**src/common/servo_status_consts.svh**
```systemverilog
// Register offsets, field positions and reset values for the servo status block
`ifndef SERVO_STATUS_CONSTS_SVH
`define SERVO_STATUS_CONSTS_SVH
`define OFF_CTRL        8'h00
`define OFF_ROT_LEVEL   8'h04
`define OFF_AGREE_BAND  8'h08
`define OFF_DONE_WIDTH  8'h0C
`define OFF_TORQ_LIMIT  8'h10
`define OFF_OUT_MAP     8'h14
`define OFF_STATUS      8'h18
`define OFF_IRQ_STAT    8'h1C
`define OFF_IRQ_MASK    8'h20
`define CTRL_MODE_BIT   0
`define CTRL_BRAKE_BIT  1
`define IRQ_ALARM_BIT   0
`define IRQ_ZERO_BIT    1
`define IRQ_READY_BIT   2
`define RST_ROT_LEVEL   16'h0014
`define RST_AGREE_BAND  16'h000A
`define RST_DONE_WIDTH  16'h0007
`define RST_TORQ_LIMIT  16'h0064
`define RST_OUT_MAP     12'h210
`define AXI_OKAY        2'h0
`define AXI_SLVERR      2'h2
`endif

```
**src/common/servo_status_pkg.sv**
```systemverilog
// Types shared by the servo status block and its users
package servo_status_pkg;
  // Functions that a remappable output slot can carry
  typedef enum logic [3:0] {
    FN_ROTATION = 4'h0,
    FN_READY    = 4'h1,
    FN_POSITION_DONE_OUT     = 4'h2,
    FN_TORQUE   = 4'h3,
    FN_BRAKE    = 4'h4,
    FN_CPULSE   = 4'h5,
    FN_OVERTRAV = 4'h6,
    FN_EXCITE   = 4'h7,
    FN_HOME     = 4'h8
  } out_func_t;

  // Active control mode
  typedef enum logic {
    MODE_SPEED    = 1'b0,
    MODE_POSITION = 1'b1
  } ctrl_mode_t;

  // All state of the block
  typedef struct packed {
    logic        aw_have;
    logic [7:0]  aw_addr;
    logic        w_have;
    logic [31:0] w_data;
    logic [3:0]  w_strb;
    logic        bvalid;
    logic [1:0]  bresp;
    logic        rvalid;
    logic [1:0]  rresp;
    logic [31:0] rdata;
    ctrl_mode_t  mode;
    logic        brake_req;
    logic [15:0] rot_level;
    logic [15:0] agree_band;
    logic [15:0] done_width;
    logic [15:0] torq_limit;
    logic [11:0] out_map;
    logic [2:0]  irq_stat;
    logic [2:0]  irq_mask;
    logic        alarm;
    logic        clear_prev;
    logic        rot_det;
    logic        ready;
    logic        speed_agree;
    logic        pos_done;
    logic        torq_lim;
    logic        brake_rel;
    logic        quad_a;
    logic        quad_b;
    logic        zero_mark;
    logic        c_pulse;
    logic        overtrav;
    logic        excite;
    logic        home;
    logic [2:0]  slot;
  } state_t;
endpackage

```
**src/rtl/servo_status_outputs.sv**
```systemverilog
// Servo drive status and feedback outputs with an AXI4-Lite register file
//
// How it works
// - Rotation detect is on while speed magnitude exceeds the rotation level register.
// - Alarm output is on normally and turns off when any fault is seen.
// - Ready is on only with power good and no alarm latched.
// - Encoder phases A and B are re-timed onto the quadrature outputs.
// - Encoder reference mark is re-timed onto the zero mark output.
// - Speed mode: speed agree on while speed is within band of reference.
// - Position mode: position done on while error magnitude is within width.
// - Three output slots carry a function chosen by the map register.
// - Torque limited flag is on while torque magnitude reaches the limit.
// - Brake release output follows the software brake request bit.
// - C pulse, overtravel, excitation and home flags are selectable functions.
//
// Design decisions made here: the AXI4-Lite interface to the registers and the register offsets.
`timescale 1ns/1ps
`include "servo_status_consts.svh"
module servo_status_outputs (
  input  wire logic        aclk,                // 250 MHz clock
  input  wire logic        aresetn,             // Synchronous reset, active low
  input  wire logic [7:0]  s_axi_awaddr,        // Write address
  input  wire logic        s_axi_awvalid,       // Write address valid
  output logic             s_axi_awready,       // Write address ready
  input  wire logic [31:0] s_axi_wdata,         // Write data
  input  wire logic [3:0]  s_axi_wstrb,         // Write byte strobes
  input  wire logic        s_axi_wvalid,        // Write data valid
  output logic             s_axi_wready,        // Write data ready
  output logic [1:0]       s_axi_bresp,         // Write response
  output logic             s_axi_bvalid,        // Write response valid
  input  wire logic        s_axi_bready,        // Write response ready
  input  wire logic [7:0]  s_axi_araddr,        // Read address
  input  wire logic        s_axi_arvalid,       // Read address valid
  output logic             s_axi_arready,       // Read address ready
  output logic [31:0]      s_axi_rdata,         // Read data
  output logic [1:0]       s_axi_rresp,         // Read response
  output logic             s_axi_rvalid,        // Read data valid
  input  wire logic        s_axi_rready,        // Read data ready
  input  wire logic signed [15:0] motor_speed_in, // Measured speed
  input  wire logic signed [15:0] ref_speed_in, // Speed reference
  input  wire logic signed [15:0] pos_error_in, // Accumulated position error
  input  wire logic signed [15:0] torque_in,    // Measured torque
  input  wire logic        enc_a_in,            // Encoder phase A
  input  wire logic        enc_b_in,            // Encoder phase B
  input  wire logic        enc_z_in,            // Encoder reference mark
  input  wire logic [7:0]  fault_in,            // Error conditions, any set is an alarm
  input  wire logic        power_good_in,       // Control and main power up
  input  wire logic        alarm_clear_in,      // Alarm reset from the host
  input  wire logic        overtravel_in,       // Overtravel limit reached
  input  wire logic        excite_in,           // Motor excitation enabled
  input  wire logic        home_done_in,        // Homing completed
  output logic             rotation_detect_out, // Motor rotating
  output logic             alarm_out,           // On while healthy
  output logic             ready_out,           // Servo ready
  output logic             speed_agree_out,     // Speed agreement
  output logic             position_done_out,   // Positioning done
  output logic             torque_limited_out,  // Torque at limit
  output logic             brake_release_out,   // Brake released when high
  output logic             c_pulse_out,         // C pulse
  output logic             overtravel_out,      // Overtravel indication
  output logic             excite_out,          // Excitation indication
  output logic             home_done_out,       // Home completion
  output logic             quad_phase_a_out,    // Phase A pulse
  output logic             quad_phase_b_out,    // Phase B pulse
  output logic             zero_mark_out,       // Phase C zero mark
  output logic [2:0]       slot_out,            // Remappable pins: run, ready, speed agreement in speed mode or position_done_out in position mode
  output logic             irq                  // Level interrupt
);
  import servo_status_pkg::*;

  state_t s_r;
  state_t s_nxt;
  logic   wr_fire;
  logic   fault_any;
  logic   clear_edge;
  logic [15:0] speed_mag;
  logic [15:0] err_mag;
  logic [15:0] torq_mag;
  logic [15:0] diff_mag;
  logic [16:0] diff_full;
  logic [31:0] rd_word;
  logic        rd_ok;
  logic        wr_ok;
  logic [8:0]  fn_vec;

  // Magnitude of a signed value, saturating the most negative code
  function automatic logic [15:0] mag16(input logic signed [15:0] v);
    logic [15:0] m;
    m = v[15] ? 16'(-v) : 16'(v);
    if (m[15])
      m = 16'h7FFF;
    return m;
  endfunction

  // Comparator operands and events
  always_comb
  begin
    speed_mag  = mag16(motor_speed_in);
    err_mag    = mag16(pos_error_in);
    torq_mag   = mag16(torque_in);
    diff_full  = 17'({motor_speed_in[15], motor_speed_in})
               - 17'({ref_speed_in[15], ref_speed_in});
    diff_mag   = diff_full[16] ? 16'(-diff_full) : diff_full[15:0];
    fault_any  = |fault_in;
    clear_edge = alarm_clear_in && !s_r.clear_prev;
    wr_fire    = s_r.aw_have && s_r.w_have && !s_r.bvalid;
  end

  // Read decode
  always_comb
  begin
    rd_ok   = 1'b1;
    rd_word = 32'h0000_0000;
    unique case (s_axi_araddr)
      `OFF_CTRL:       rd_word = {30'h0, s_r.brake_req, s_r.mode};
      `OFF_ROT_LEVEL:  rd_word = {16'h0, s_r.rot_level};
      `OFF_AGREE_BAND: rd_word = {16'h0, s_r.agree_band};
      `OFF_DONE_WIDTH: rd_word = {16'h0, s_r.done_width};
      `OFF_TORQ_LIMIT: rd_word = {16'h0, s_r.torq_limit};
      `OFF_OUT_MAP:    rd_word = {20'h0, s_r.out_map};
      `OFF_STATUS:     rd_word = {20'h0, s_r.home, s_r.excite, s_r.overtrav, s_r.brake_rel,
                                  s_r.torq_lim, s_r.pos_done, s_r.speed_agree, s_r.ready,
                                  s_r.alarm, s_r.rot_det, s_r.quad_b, s_r.quad_a};
      `OFF_IRQ_STAT:   rd_word = {29'h0, s_r.irq_stat};
      `OFF_IRQ_MASK:   rd_word = {29'h0, s_r.irq_mask};
      default:         rd_ok   = 1'b0;
    endcase
  end

  // Write address check
  always_comb
  begin
    unique case (s_r.aw_addr)
      `OFF_CTRL, `OFF_ROT_LEVEL, `OFF_AGREE_BAND, `OFF_DONE_WIDTH, `OFF_TORQ_LIMIT,
      `OFF_OUT_MAP, `OFF_STATUS, `OFF_IRQ_STAT, `OFF_IRQ_MASK: wr_ok = 1'b1;
      default: wr_ok = 1'b0;
    endcase
  end

  // Function vector indexed by out_func_t
  always_comb
  begin
    fn_vec = {s_r.home, s_r.excite, s_r.overtrav, s_r.c_pulse, s_r.brake_rel, s_r.torq_lim,
              (s_r.mode == MODE_POSITION) ? s_r.pos_done : s_r.speed_agree,
              s_r.ready, s_r.rot_det};
  end

  // Next state
  always_comb
  begin
    s_nxt = s_r;
    // Write channel capture, either order
    if (s_axi_awvalid && s_axi_awready)
    begin
      s_nxt.aw_have = 1'b1;
      s_nxt.aw_addr = s_axi_awaddr;
    end
    if (s_axi_wvalid && s_axi_wready)
    begin
      s_nxt.w_have = 1'b1;
      s_nxt.w_data = s_axi_wdata;
      s_nxt.w_strb = s_axi_wstrb;
    end
    if (s_r.bvalid && s_axi_bready)
      s_nxt.bvalid = 1'b0;
    // Register write; status is read only, unmapped gets SLVERR
    if (wr_fire)
    begin
      s_nxt.aw_have = 1'b0;
      s_nxt.w_have  = 1'b0;
      s_nxt.bvalid  = 1'b1;
      s_nxt.bresp   = wr_ok ? `AXI_OKAY : `AXI_SLVERR;
      if (s_r.w_strb[0])
      begin
        unique case (s_r.aw_addr)
          `OFF_CTRL:
          begin
            s_nxt.mode      = ctrl_mode_t'(s_r.w_data[`CTRL_MODE_BIT]);
            s_nxt.brake_req = s_r.w_data[`CTRL_BRAKE_BIT];
          end
          `OFF_ROT_LEVEL:  s_nxt.rot_level[7:0]  = s_r.w_data[7:0];
          `OFF_AGREE_BAND: s_nxt.agree_band[7:0] = s_r.w_data[7:0];
          `OFF_DONE_WIDTH: s_nxt.done_width[7:0] = s_r.w_data[7:0];
          `OFF_TORQ_LIMIT: s_nxt.torq_limit[7:0] = s_r.w_data[7:0];
          `OFF_OUT_MAP:    s_nxt.out_map[7:0]    = s_r.w_data[7:0];
          `OFF_IRQ_STAT:   s_nxt.irq_stat = s_r.irq_stat & ~s_r.w_data[2:0];
          `OFF_IRQ_MASK:   s_nxt.irq_mask = s_r.w_data[2:0];
          default: ;
        endcase
      end
      if (s_r.w_strb[1])
      begin
        unique case (s_r.aw_addr)
          `OFF_ROT_LEVEL:  s_nxt.rot_level[15:8]  = s_r.w_data[15:8];
          `OFF_AGREE_BAND: s_nxt.agree_band[15:8] = s_r.w_data[15:8];
          `OFF_DONE_WIDTH: s_nxt.done_width[15:8] = s_r.w_data[15:8];
          `OFF_TORQ_LIMIT: s_nxt.torq_limit[15:8] = s_r.w_data[15:8];
          `OFF_OUT_MAP:    s_nxt.out_map[11:8]    = s_r.w_data[11:8];
          default: ;
        endcase
      end
    end
    // Read channel
    if (s_r.rvalid && s_axi_rready)
      s_nxt.rvalid = 1'b0;
    if (s_axi_arvalid && s_axi_arready)
    begin
      s_nxt.rvalid = 1'b1;
      s_nxt.rdata  = rd_word;
      s_nxt.rresp  = rd_ok ? `AXI_OKAY : `AXI_SLVERR;
    end
    // Alarm latch: a present fault blocks the clear
    s_nxt.clear_prev = alarm_clear_in;
    if (fault_any)
      s_nxt.alarm = 1'b1;
    else if (clear_edge)
      s_nxt.alarm = 1'b0;
    // Status flags
    s_nxt.rot_det     = speed_mag > s_r.rot_level;
    s_nxt.ready       = power_good_in && !s_r.alarm && !fault_any;
    s_nxt.speed_agree = (s_r.mode == MODE_SPEED) && (diff_mag <= s_r.agree_band);
    s_nxt.pos_done    = (s_r.mode == MODE_POSITION) && (err_mag <= s_r.done_width);
    s_nxt.torq_lim    = torq_mag >= s_r.torq_limit;
    s_nxt.brake_rel   = s_r.brake_req;
    s_nxt.quad_a      = enc_a_in;
    s_nxt.quad_b      = enc_b_in;
    s_nxt.zero_mark   = enc_z_in;
    s_nxt.c_pulse     = enc_z_in;
    s_nxt.overtrav    = overtravel_in;
    s_nxt.excite      = excite_in && !s_r.alarm;
    s_nxt.home        = home_done_in;
    // Remappable pins, unused codes read low
    for (int i = 0; i < 3; i++)
    begin
      if (s_r.out_map[4*i +: 4] <= 4'(FN_HOME))
        s_nxt.slot[i] = fn_vec[s_r.out_map[4*i +: 4]];
      else
        s_nxt.slot[i] = 1'b0;
    end
    // Sticky interrupt events; set wins over a clear in the same cycle
    if (fault_any && !s_r.alarm)
      s_nxt.irq_stat[`IRQ_ALARM_BIT] = 1'b1;
    if (enc_z_in && !s_r.zero_mark)
      s_nxt.irq_stat[`IRQ_ZERO_BIT] = 1'b1;
    if (s_nxt.ready && !s_r.ready)
      s_nxt.irq_stat[`IRQ_READY_BIT] = 1'b1;
  end

  // State register
  always_ff @(posedge aclk)
  begin
    if (!aresetn)
    begin
      s_r            <= '0;
      s_r.mode       <= MODE_SPEED;
      s_r.rot_level  <= `RST_ROT_LEVEL;
      s_r.agree_band <= `RST_AGREE_BAND;
      s_r.done_width <= `RST_DONE_WIDTH;
      s_r.torq_limit <= `RST_TORQ_LIMIT;
      s_r.out_map    <= `RST_OUT_MAP;
    end
    else
      s_r <= s_nxt;
  end

  // Bus handshakes and outputs
  assign s_axi_awready       = !s_r.aw_have && !s_r.bvalid;
  assign s_axi_wready        = !s_r.w_have && !s_r.bvalid;
  assign s_axi_bvalid        = s_r.bvalid;
  assign s_axi_bresp         = s_r.bresp;
  assign s_axi_arready       = !s_r.rvalid;
  assign s_axi_rvalid        = s_r.rvalid;
  assign s_axi_rdata         = s_r.rdata;
  assign s_axi_rresp         = s_r.rresp;
  assign rotation_detect_out = s_r.rot_det;
  assign alarm_out           = !s_r.alarm;
  assign ready_out           = s_r.ready;
  assign speed_agree_out     = s_r.speed_agree;
  assign position_done_out   = s_r.pos_done;
  assign torque_limited_out  = s_r.torq_lim;
  assign brake_release_out   = s_r.brake_rel;
  assign c_pulse_out         = s_r.c_pulse;
  assign overtravel_out      = s_r.overtrav;
  assign excite_out          = s_r.excite;
  assign home_done_out       = s_r.home;
  assign quad_phase_a_out    = s_r.quad_a;
  assign quad_phase_b_out    = s_r.quad_b;
  assign zero_mark_out       = s_r.zero_mark;
  assign slot_out            = s_r.slot;
  assign irq                 = |(s_r.irq_stat & s_r.irq_mask);
endmodule

```
**config.mk**
```make
export PLATFORM = sky130hd
export DESIGN_NAME = servo_status_outputs
export DESIGN_NICKNAME = d
export VERILOG_FILES = /design/src/common/servo_status_pkg.sv /design/src/rtl/servo_status_outputs.sv
export VERILOG_INCLUDE_DIRS = /design/src /design/src/common
export SDC_FILE = /design/constraint.sdc
export NUM_CORES = 1
export LEC_CHECK = 0
export BUFFER_PORTS_ARGS = -buffer_cell sky130_fd_sc_hd__buf_4
export CAP_MARGIN = 25
export CORE_MARGIN = 4
export CORE_UTILIZATION = 50
export DETAILED_ROUTE_END_ITERATION = 10
export PLACE_DENSITY_LB_ADDON = 0.05
export SLEW_MARGIN = 15
export SYNTH_ARGS = -nofsm -noshare
export SYNTH_HDL_FRONTEND = slang
export SYNTH_SLANG_ARGS = --single-unit
```
**constraint.sdc**
```tcl
create_clock -name aclk -period 4.8 [get_ports aclk]
set_input_delay 0.24 -clock aclk [delete_from_list [all_inputs] [get_ports aclk]]
set_output_delay 0.24 -clock aclk [all_outputs]
set_load 0.02 [all_outputs]
```
======== After elaboration in Yosys (flattened, before gate mapping) ========
Index checks and enable logic that the tools add are counted.
operators by class
  add/subtract/negate cells ............... 5
  multipliers ............................. 0
  divide/modulo/power cells ............... 0
  $lt $le $gt $ge ......................... 10
  eq/ne operators ......................... 16
  shift operators ......................... 0
  muxes and demuxes ....................... 32
  bitwise gates (word level) .............. 5
  reductions and logical operators ........ 64
operator list
  operator            count
  $pmux 16 s9         1
  $eq 8x5->1 const B  8
  $mux 16             4
  $neg 16->16         4
  $mux 15             3
  $reduce_and 3->1    15
  $mux 35             1
  $eq 8x4->1 const B  4
  $reduce_bool 2->1   12
  $logic_and 1x1->1   18
  $reduce_or 9->1     2
  $sub 16x16->17      1
  $eq 8x3->1 const B  2
  $eq 8x6->1 const B  2
  $ge 15x16->1        1
  $gt 15x16->1        1
  $le 15x16->1        1
  $le 16x16->1        1
  $logic_not 8->1     2
  $lt 4x5->1 const B  3
  $mux 1              13
  $bmux 1 s4          3
  $le 4x4->1 const B  3
  $mux 6              2
  10 further kinds    25
storage, ports and cells
  bits in registers ....................... 167
  bits in latches ......................... 0
  RAM bits ................................ 0
  bits in read-only memories .............. 0
  output and inout bits ................... 59
  logic and storage cells ................. 175
  memories kept ........................... 0

======== Longest topological paths before layout ========
Gate-level depths: netlist of run 1.
  word-level depth ........................ 6
  gate-level depth with buffers ........... 20
  mapped depth without buffers ............ 20

======== Least setup slack after synthesis of run 1 ========
Ideal clock, no wire load.
  path kind ............................... input port to flip-flop
  start ................................... in ref_speed_in[7]
  end ..................................... reg s_r, in the netlist speed_agree_out
  arrival ................................. 3.681 ns
  setup slack ............................. 1.045 ns
  stages on the path ...................... 20
  buffers on the path ..................... 1
  path through ............................ inv_1 -> ha_1 -> buf_6 -> a211o_1 -> o221a_4 -> o31a_1 -> a2111oi_4 -> or2b_2 -> a31oi_4 -> nor2_1 -> xnor2_1 -> ha_1 -> a21o_1 -> a21o_1 -> a21o_1 -> a21o_1 -> a21o_1 -> a21oi_1 -> o211ai_1 -> a31oi_1
between the ends
  longest elaborated chain between the ends .. 5
ends and longest elaborated chain
  element                 line                         text
  start: declaration      servo_status_outputs.sv:40   input wire logic signed [15:0] ref_speed_in,
  $sub 16x16->17 *        servo_status_outputs.sv:102  - 17'({ref_speed_in[15], ref_speed_in});
  $neg 16->16             servo_status_outputs.sv:103  diff_mag = diff_full[16] ? 16'(-diff_full) : diff_full[15:0];
  $mux 16 *               servo_status_outputs.sv:103
  $le 16x16->1 *          servo_status_outputs.sv:221  s_nxt.speed_agree = (s_r.mode == MODE_SPEED) && (diff_mag <= s_r.agree_band);
  $logic_and 1x1->1 *     servo_status_outputs.sv:221
  end signal: assignment  servo_status_outputs.sv:263  s_r <= s_nxt;
  end: declaration        servo_status_outputs.sv:71   state_t s_r;
Mark *: on every way between the ends. The rest lies on a longest branch, timed or not.
A chain may end at the register's enable or synchronous reset.

======== Worst setup path in the final report of run 1 ========
  start ................................... in motor_speed_in[0]
  end ..................................... reg s_r, in the netlist speed_agree_out
between the ends
  longest elaborated chain between the ends .. 5
ends and longest elaborated chain
  element              line                         text
  start: declaration   servo_status_outputs.sv:39   input wire logic signed [15:0] motor_speed_in,
  $sub 16x16->17 *     servo_status_outputs.sv:102
  $neg 16->16          servo_status_outputs.sv:103
  $mux 16 *            servo_status_outputs.sv:103
  $le 16x16->1 *       servo_status_outputs.sv:221
  $logic_and 1x1->1 *  servo_status_outputs.sv:221
Marked as above.

==> results of run 1 <==
## cell type report
class,instances,area (um^2)
Clock buffer,17,425
Clock inverter,12,135
Fill cell,1929,8200
Inverter,89,334
Multi-Input combinational cell,961,6690
Sequential cell,149,2980
Tap cell,270,338
Timing Repair Buffer,168,1260
## stage by stage
stage               setup slack (ns)  utilization (%)
floorplan                       1.04                -
global placement               0.643             56.9
detailed placement             0.527             57.0
CTS                            0.943             59.7
global route                   0.718             59.7
finish                         0.943             59.7
## final timing paths
| kind | start | end | slack, ns | cells after the start |
|---|---|---|---|---|
| worst max-delay path | motor_speed_in[0] | speed_agree_out | 0.94 | 21 |
| worst min-delay path | enc_b_in | quad_phase_b_out | 0.02 | 2 |
| worst max register to register | s_r[177] | s_r[48] | 2.33 | 4 |
| worst min register to register | s_nxt[10] | s_nxt[10] | 0.47 | 2 |
## worst max-delay path, cell delays in order
cell,delay [ns]
buf_4,0.09
inv_1,0.06
ha_1,0.22
fa_1,0.41
nor2b_1,0.24
o31a_1,0.19
o31a_1,0.22
a2111oi_4,0.11
or2b_2,0.34
a31oi_4,0.25
nor2_1,0.09
xnor2_1,0.18
ha_1,0.27
a21o_1,0.18
a21o_1,0.17
a21o_1,0.16
a21o_1,0.17
a21o_1,0.17
a21oi_1,0.16
o211ai_1,0.11
a31oi_1,0.18
## layout by cell type, fill, tap and decap left out, types with 33 or more instances in the layout
cell type / count
inv_1: 89
a21boi_0: 33
buf_4: 168
nand2_1: 170
dfxtp_1: 149
xor2_1: 33
a21oi_1: 70
nor2_1: 48
nor2b_1: 95
ha_1: 81
mux2i_1: 78
## synth_stat cells, types with 3 or more instances
cell type / n / share of area, %
and3_1: 12 / 0.72
a222oi_1: 23 / 2.2
o211ai_1: 5 / 0.36
or3_1: 6 / 0.36
nand3b_1: 6 / 0.43
nor4_1: 6 / 0.36
o31ai_1: 10 / 0.72
ha_1: 81 / 9.7
nor3_1: 20 / 0.96
xor2_1: 33 / 2.8
mux2i_1: 78 / 7.5
a21o_1: 22 / 1.6
a221oi_1: 4 / 0.34
clkbuf_1: 46 / 1.7
buf_4: 40 / 2.9
a21boi_0: 33 / 2.4
inv_1: 89 / 3.2
a31oi_1: 16 / 0.96
o41ai_1: 5 / 0.42
nor2b_1: 95 / 5.7
nand4_1: 13 / 0.78
or4_1: 7 / 0.50
a21oi_1: 70 / 3.4
or2_2: 4 / 0.24
and2_1: 17 / 1.0
o21ai_0: 24 / 1.2
nor2_1: 48 / 1.7
a22oi_1: 6 / 0.43
nand3_1: 24 / 1.2
o31a_1: 3 / 0.25
xnor2_1: 23 / 1.9
nand2b_1: 14 / 0.84
o21a_1: 13 / 0.94
dfxtp_1: 149 / 29
mux4_2: 3 / 0.65
o21ai_1: 5 / 0.24
a211oi_1: 5 / 0.36
nand2_1: 170 / 6.1
o32ai_1: 3 / 0.25
## layer usage
layer / vias up / track usage (%) / part of all wire, % / wire length, um
li1: 4644 / - / - / -
met1: 4266 / 32.8 / 45 / 13300
met2: 285 / 39.3 / 46 / 13300
met3: 35 / 6.67 / 7.5 / 2190
met4: 0 / 5.35 / 1.5 / 429
met5: - / 0 / 0 / 0
## where the power goes
| part | total (W) | switching [W] | internal, W | leakage [nW] |
|---|---|---|---|---|
| clock | 0.00127 | 0.000518 | 0.000755 | 0.251 |
| sequential | 0.00132 | 0.0000515 | 0.00127 | 1.21 |
| combinational | 0.000757 | 0.000402 | 0.000355 | 4.01 |
| total | 0.00335 | 0.000971 | 0.00238 | 5.47 |
## kinds of logic (layout without fill, tap and decap cells)
group,Yosys count,in the layout,share of synthesized area (%)
XOR/XNOR,58,58,5.01
other,1,18,0.0359
AO/OA/AOI/OAI,267,267,18.3
buffers and inverters,178,286,7.93
flip-flops,149,149,28.6
multiplexers,82,82,8.24
adder cells (fa/ha/maj),82,82,9.91
AND/OR/NAND/NOR,454,454,22.0
==> impl_metrics.tcl, run 1 <==
set metrics [dict create \
    outcome "finished clean" \
    total_power_w 0.00335 \
    ys.flop_type "dfxtp_1" \
    vias_per_cell 5.54 \
    power_density_nw_per_um2 275 \
    finalHoldViolCount 0 \
    die-area_um2 23200 \
    yosys_warnings 0 \
    min_path_type "in -> reg" \
    dr.pass1.iters 8 \
    cts_buffers 17 \
    antenna_found_initial 0 \
    final_max_slew_viol_count 0 \
    areaGrowthSynthToFinish_pct 16.6 \
    worstSetupStartpointType "input port" \
    finalCriticalPeriod_ns 3.86 \
    start_util_pct 51.2 \
    clock_path_buffers 2 \
    syn_inst 1271 \
    core_area_um2 20400 \
    tightest_slew_ns 1.02 \
    finalCritPeriodShare_pct 80.4 \
    ant_nets 0 \
    postCtsSetupRepairBufs 0 \
    die_y_um 152 \
    crit_arrival_ns 4.21 \
    port_buffers 161 \
    routedWlPerCell_um 17.5 \
    drive_above_1_share_pct 15.5 \
    whs_ns 0.0170 \
    clock_skew_ns 0.00767 \
    ir_drop_mv 0.288 \
    drt_iter0_markers 642 \
    top_register "s_r" \
    cts_tree "yes" \
    grt_pass1_wl_um 46500 \
    synth_edf_count 0 \
    clk_pin_slew_ns 0.06 \
    final_cells 1666 \
    synth_async_sr_flop_share_pct 0 \
    place_congestion 0.855 \
    n_antenna_cell 0 \
    rows 52 \
    insertion_delay_ns 0.43 \
    synth_area_um2 10400 \
    synth_seq_cells 149 \
    required_ns 5.15 \
    drc_errors 0 \
    cts_htree_levels 4 \
    grt_pass1_vias 8744 \
    cts_hold_buf 0 \
    crit_path_end_kind "flip-flop" \
    cts-root-buf "clkbuf_16" \
    num_vias 9230 \
    yosysUniqueCellTypes 74 \
    postSynthAreaPerCell_um2 8.21 \
    largest_register_ffs 113 \
    critical_path_class "in -> reg" \
    dp.final_hpwl_um 23100 \
    dieWidth_um 152 \
    cts.sinks 149 \
    cp_max_fo 7 \
    globalRoute.totalOverflow 0 \
    nets 1607 \
    final.setup.tns_ns 0 \
    wl_um 29200 \
    dp.cells 1637 \
    cts_resized 0 \
    io_pins 198 \
    grt_start_max_net_pins 88 \
    leakagePower_nw 5.47 \
    yosysSeqAreaShare_pct 28.6 \
    maxCapViolCount 0 \
    setup_viol 0 \
    clock.fmax_ghz 0.259 \
    rsz0062_at_grt "no" \
    final_area_um2 12200 \
    placed_cell_area_um2 11600 \
    slew-limit-headroom_pct 31.5 \
    grt_util_all_layers_pct 24.3 \
]
Power figures use the tool's default switching activity.
==> run 2, diff against run 1 <==
==> constraint.sdc (replaced) <==
create_clock -name aclk -period 3.59 [get_ports aclk]
set_input_delay 0.1795 -clock aclk [delete_from_list [all_inputs] [get_ports aclk]]
set_output_delay 0.1795 -clock aclk [all_outputs]
set_load 0.02 [all_outputs]
==> run 2 against run 1 <==
Compared with the run above: flip-flop and latch count stayed put; critical endpoint unchanged; utilization is 3.1 points higher; clock skew is 0.0034 ns higher; highest routed layer unchanged; first-iteration DRC count is 20% higher; critical path depth is 1 lower; largest cell class unchanged; clock power is 39% higher.
==> impl_metrics.tcl, run 2 (synthesized netlist as in run 1, its figures left out) <==
set metrics [dict create \
    clock.fmax_ghz 0.299 \
    slew-limit-headroom_pct 43.1 \
    cp_max_fo 6 \
    final_max_slew_viol_count 0 \
    wl_um 30200 \
    layout_commonest_cell "buf_4" \
    wl_met3_um 1960 \
    globalRoute.totalOverflow 0 \
    largest_register_ffs 113 \
    grt_pass1_wl_um 48900 \
    io_pins 198 \
    drt_iter0_markers 772 \
    cts_htree_levels 4 \
    clock_skew_ns 0.0111 \
    antenna_found_initial 0 \
    final_cells 1743 \
    grt_start_max_net_pins 88 \
    finalCritPeriodShare_pct 93.1 \
    insertion_delay_ns 0.42 \
    clk_pin_slew_ns 0.07 \
    place_congestion 0.901 \
    num_vias 9562 \
    wl_met1_um 13700 \
    dr.pass1.iters 9 \
    routedWlPerCell_um 17.3 \
    tightest_slew_ns 0.850 \
    finalCriticalPeriod_ns 3.34 \
    grt_util_all_layers_pct 25.5 \
    dieWidth_um 152 \
    cts_tree "yes" \
    setup_viol 0 \
    grt_pass1_vias 9217 \
    ir_drop_mv 0.336 \
    finalHoldViolCount 0 \
    drc_errors 0 \
    clock_path_buffers 2 \
    placed_cell_area_um2 12100 \
    nets 1682 \
    highest_layer "met4" \
    worst_slack_ns 0.247 \
    final_area_um2 12800 \
    min_path_type "in -> reg" \
    die-area_um2 23200 \
    postCtsSetupRepairBufs 0 \
    cts.sinks 149 \
    outcome "finished clean" \
    drive_above_1_share_pct 19.7 \
    start_util_pct 51.2 \
    worstSetupStartpointType "input port" \
    n_antenna_cell 0 \
    areaGrowthSynthToFinish_pct 22.7 \
    place_ws_ns -0.213 \
    cts_buffers 17 \
    die_y_um 152 \
    rows 52 \
    top_register "s_r" \
    met2RoutedLength_um 14100 \
    dp.cells 1704 \
    rsz0062_at_grt "no" \
    ant_nets 0 \
    power_density_nw_per_um2 363 \
    vias_per_cell 5.49 \
    required_ns 3.93 \
    dp.final_hpwl_um 23800 \
    crit_arrival_ns 3.69 \
    total_power_w 0.00464 \
    crit_path_end_kind "flip-flop" \
    core_area_um2 20400 \
    leakagePower_nw 5.85 \
    final_cell_mix "buf_4 (235), nand2_1 (170), dfxtp_1 (149)" \
    critical_path_class "in -> reg" \
    maxCapViolCount 0 \
    final.setup.tns_ns 0 \
    cts-root-buf "clkbuf_16" \
    port_buffers 161 \
]
==> run 2: changes by cell type in the layout (fill, tap and decap cells not counted), moves of 2 or more <==
cell,previous run,this run
clkbuf_1,0,2
buf_4,168,235
dlygate4sd3_1,0,8
inv_6,1,3
clkinvlp_4,7,4
clkbuf_8,0,2
==> run 2: path summary, 6_finish.rpt <==
check	startpoint	end	slack (ns)	depth (start not counted)
hold / removal	s_axi_awaddr[7]	s_r[184]	0.01	3
hold reg to reg	s_nxt[10]	s_nxt[10]	0.47	2
setup reg to reg	s_r[184]	s_r[77]	1.21	5
setup / recovery	motor_speed_in[0]	speed_agree_out	0.25	20
==> run 2: metal layers <==
metal  GRT usage, %  vias up
met5              0        -
met4           5.18        0
met3           5.14       34
met2           41.8      296
met1           35.1     4434
li1               -     4798
==> run 2: power breakdown <==
group	switching, W	internal [W]	total [W]
Sequential	0.0000708	0.00169	0.00176
Clock	0.000695	0.00106	0.00176
Combinational	0.000564	0.000554	0.00112
==> run 2: layout make-up <==
type	count	area (um^2)
fillers	1839	7570
multi-input cells	961	6710
flip-flops and latches	149	2980
repair buffers	243	1840
clock buffers	21	460
well taps	270	338
inverters	89	334
clock inverters	10	121
==> run 2: critical path, cell delays in order <==
cell and delay [ns]:
buf_4 0.11, inv_1 0.06, ha_1 0.18, fa_2 0.21
nor2b_2 0.05, o31a_1 0.25, o31a_1 0.30, a2111oi_4 0.34
or2b_4 0.20, a31oi_4 0.10, a41o_1 0.23, xor2_1 0.16
ha_1 0.31, a21o_1 0.18, a21o_1 0.14, a21o_1 0.15
a21o_1 0.15, a21oi_1 0.12, o211ai_1 0.11, a31oi_1 0.15
==> run 2: repair_timing <==
| action | in CTS | in global routing |
|---|---|---|
| endpoints found under the hold margin | 8 | 0 |
| setup endpoints to repair | 0 | 1 |
| hold buffers | 8 | 0 |
| resized for setup | 0 | 4 |
==> run 2: metrics by stage <==
step / util, % / hold WS (ns)
floorplan: - / 0.301
global placement: 59.5 / 0.385
detailed placement: 59.5 / 0.385
CTS: 62.8 / 0.00307
global route: 62.8 / 0.00581
finish: 62.8 / 0.0108
==> run 3, diff against run 2 <==
--- a/config.mk
+++ b/config.mk
@@ -8,8 +8,10 @@
 export LEC_CHECK = 0
 export BUFFER_PORTS_ARGS = -buffer_cell sky130_fd_sc_hd__buf_4
 export CAP_MARGIN = 25
+export CORE_ASPECT_RATIO = 1.75
 export CORE_MARGIN = 4
 export CORE_UTILIZATION = 50
+export CTS_BUF_LIST = sky130_fd_sc_hd__clkbuf_4
 export DETAILED_ROUTE_END_ITERATION = 10
 export PLACE_DENSITY_LB_ADDON = 0.05
 export SLEW_MARGIN = 15
==> run 3 against run 2 <==
Compared with the run above: worst hold slack better by 0.023 ns; clock skew is 0.0080 ns higher; via count is 2.5% higher; cell count is 1.1% higher; critical endpoint unchanged.
==> impl_metrics.tcl, run 3 (synthesized netlist as in run 1, its figures left out) <==
set metrics [dict create \
    start_util_pct 51.0 \
    grt_util_all_layers_pct 28.1 \
    routedWlPerCell_um 18.3 \
    slew-limit-headroom_pct 46.6 \
    core_area_um2 20500 \
    die_y_um 199 \
    nets 1724 \
    grt_pass1_wl_um 50700 \
    final_max_slew_viol_count 0 \
    dieWidth_um 117 \
    maxCapViolCount 0 \
    vias_per_cell 5.56 \
    layout_commonest_cell "buf_4" \
    total_power_w 0.00400 \
    cts_htree_levels 4 \
    crit_path_end_kind "flip-flop" \
    worstHoldPathCells 4 \
    grt_pass1_vias 9927 \
    cts_buffers 17 \
    crit_arrival_ns 3.84 \
    clock.fmax_ghz 0.300 \
    finalCritPeriodShare_pct 93.0 \
    postCtsSetupRepairBufs 0 \
    cts_tree "yes" \
    top_register "s_r" \
    min_path_type "in -> reg" \
    dp.final_hpwl_um 25600 \
    placed_cell_area_um2 12200 \
    grt_start_max_net_pins 90 \
    place_congestion 0.923 \
    drive_above_1_share_pct 19.7 \
    drt_iter0_markers 699 \
    final_cell_mix "buf_4 (247), nand2_1 (170), dfxtp_1 (149)" \
    critical_path_class "in -> reg" \
    ff2ff_path_depth 6 \
    cts_resized 0 \
    finalHoldViolCount 0 \
    rows 69 \
    num_vias 9804 \
    worstSetupStartpointType "input port" \
    insertion_delay_ns 0.57 \
    final_area_um2 12800 \
    largest_register_ffs 113 \
    tightest_slew_ns 0.802 \
    dr.pass1.iters 7 \
    setup_viol 0 \
    cp_max_fo 5 \
    io_pins 198 \
    globalRoute.totalOverflow 0 \
    finalCriticalPeriod_ns 3.34 \
    ant_nets 0 \
    cts.sinks 149 \
    antenna_found_initial 1 \
    clock_skew_ns 0.0192 \
    clk_pin_slew_ns 0.12 \
    rsz0062_at_grt "no" \
    power_density_nw_per_um2 312 \
    outcome "finished clean" \
    cts-root-buf "clkbuf_4" \
    areaGrowthSynthToFinish_pct 23.1 \
    clock_path_buffers 2 \
    ir_drop_mv 0.213 \
    drc_errors 0 \
    die-area_um2 23300 \
    wl_um 32200 \
    required_ns 4.09 \
    port_buffers 161 \
    cts_hold_buf 38 \
    leakagePower_nw 5.91 \
]
[run 3: power by group]
group / switching (W) / internal, W / total (W)
clock network: 0.000583 / 0.000482 / 0.00106
logic: 0.000585 / 0.000589 / 0.00117
registers: 0.0000704 / 0.00169 / 0.00176
total: 0.00124 / 0.00276 / 0.00400
[run 3: cell type report]
cell class	instances	area (um^2)
flip-flops and latches	149	2980
inverters	89	334
clock inverters	11	136
multi-input cells	961	6700
well taps	248	310
diodes	1	2.50
clock buffers	19	143
repair buffers	285	2230
fillers	1857	7620
[run 3: routing by layer]
metal  global-route usage, %  vias to the layer above  part of all wire [%]  routed length, um
met5                       0                        -                     0                  0
met4                    17.2                        0                   6.3               2040
met3                    3.61                       97                   4.3               1400
met2                    51.0                      302                    52              16700
met1                    30.0                     4536                    37              12100
li1                        -                     4869                     -                  -
[run 3: worst max-delay path: stages]
cell and delay (ns):
buf_4 0.11, inv_1 0.07, ha_1 0.18, fa_1 0.20
nor2b_1 0.07, o31a_1 0.28, o31a_1 0.32, a2111oi_4 0.38
or2b_4 0.20, a31oi_4 0.10, a41o_1 0.23, xor2_1 0.17
ha_1 0.31, a21o_1 0.19, a21o_1 0.15, a21o_1 0.15
a21o_1 0.15, a21oi_1 0.15, o211ai_1 0.10, a31oi_1 0.12
[run 3: path summary, 6_finish.rpt]
check / from / to / slack, ns
worst max-delay path: motor_speed_in[0] / speed_agree_out / 0.25
worst min-delay path: fault_in[3] / s_r[17] / 0.03
worst max register to register: s_r[176] / s_r[98] / 1.40
worst min register to register: s_nxt[10] / s_nxt[10] / 0.49
[run 3: metrics by stage]
step	worst slack [ns]	util [%]	TNS (ns)	cells	hold slack, ns
detailed placement	-0.340	59.5	-0.461	1694	0.391
CTS	0.261	62.8	0	1762	0.000867
global route	0.0184	62.8	0	1763	0.0144
floorplan	0.0187	-	0	1288	0.301
finish	0.253	62.8	0	1763	0.0341
global placement	-0.226	59.5	-0.296	1694	0.388
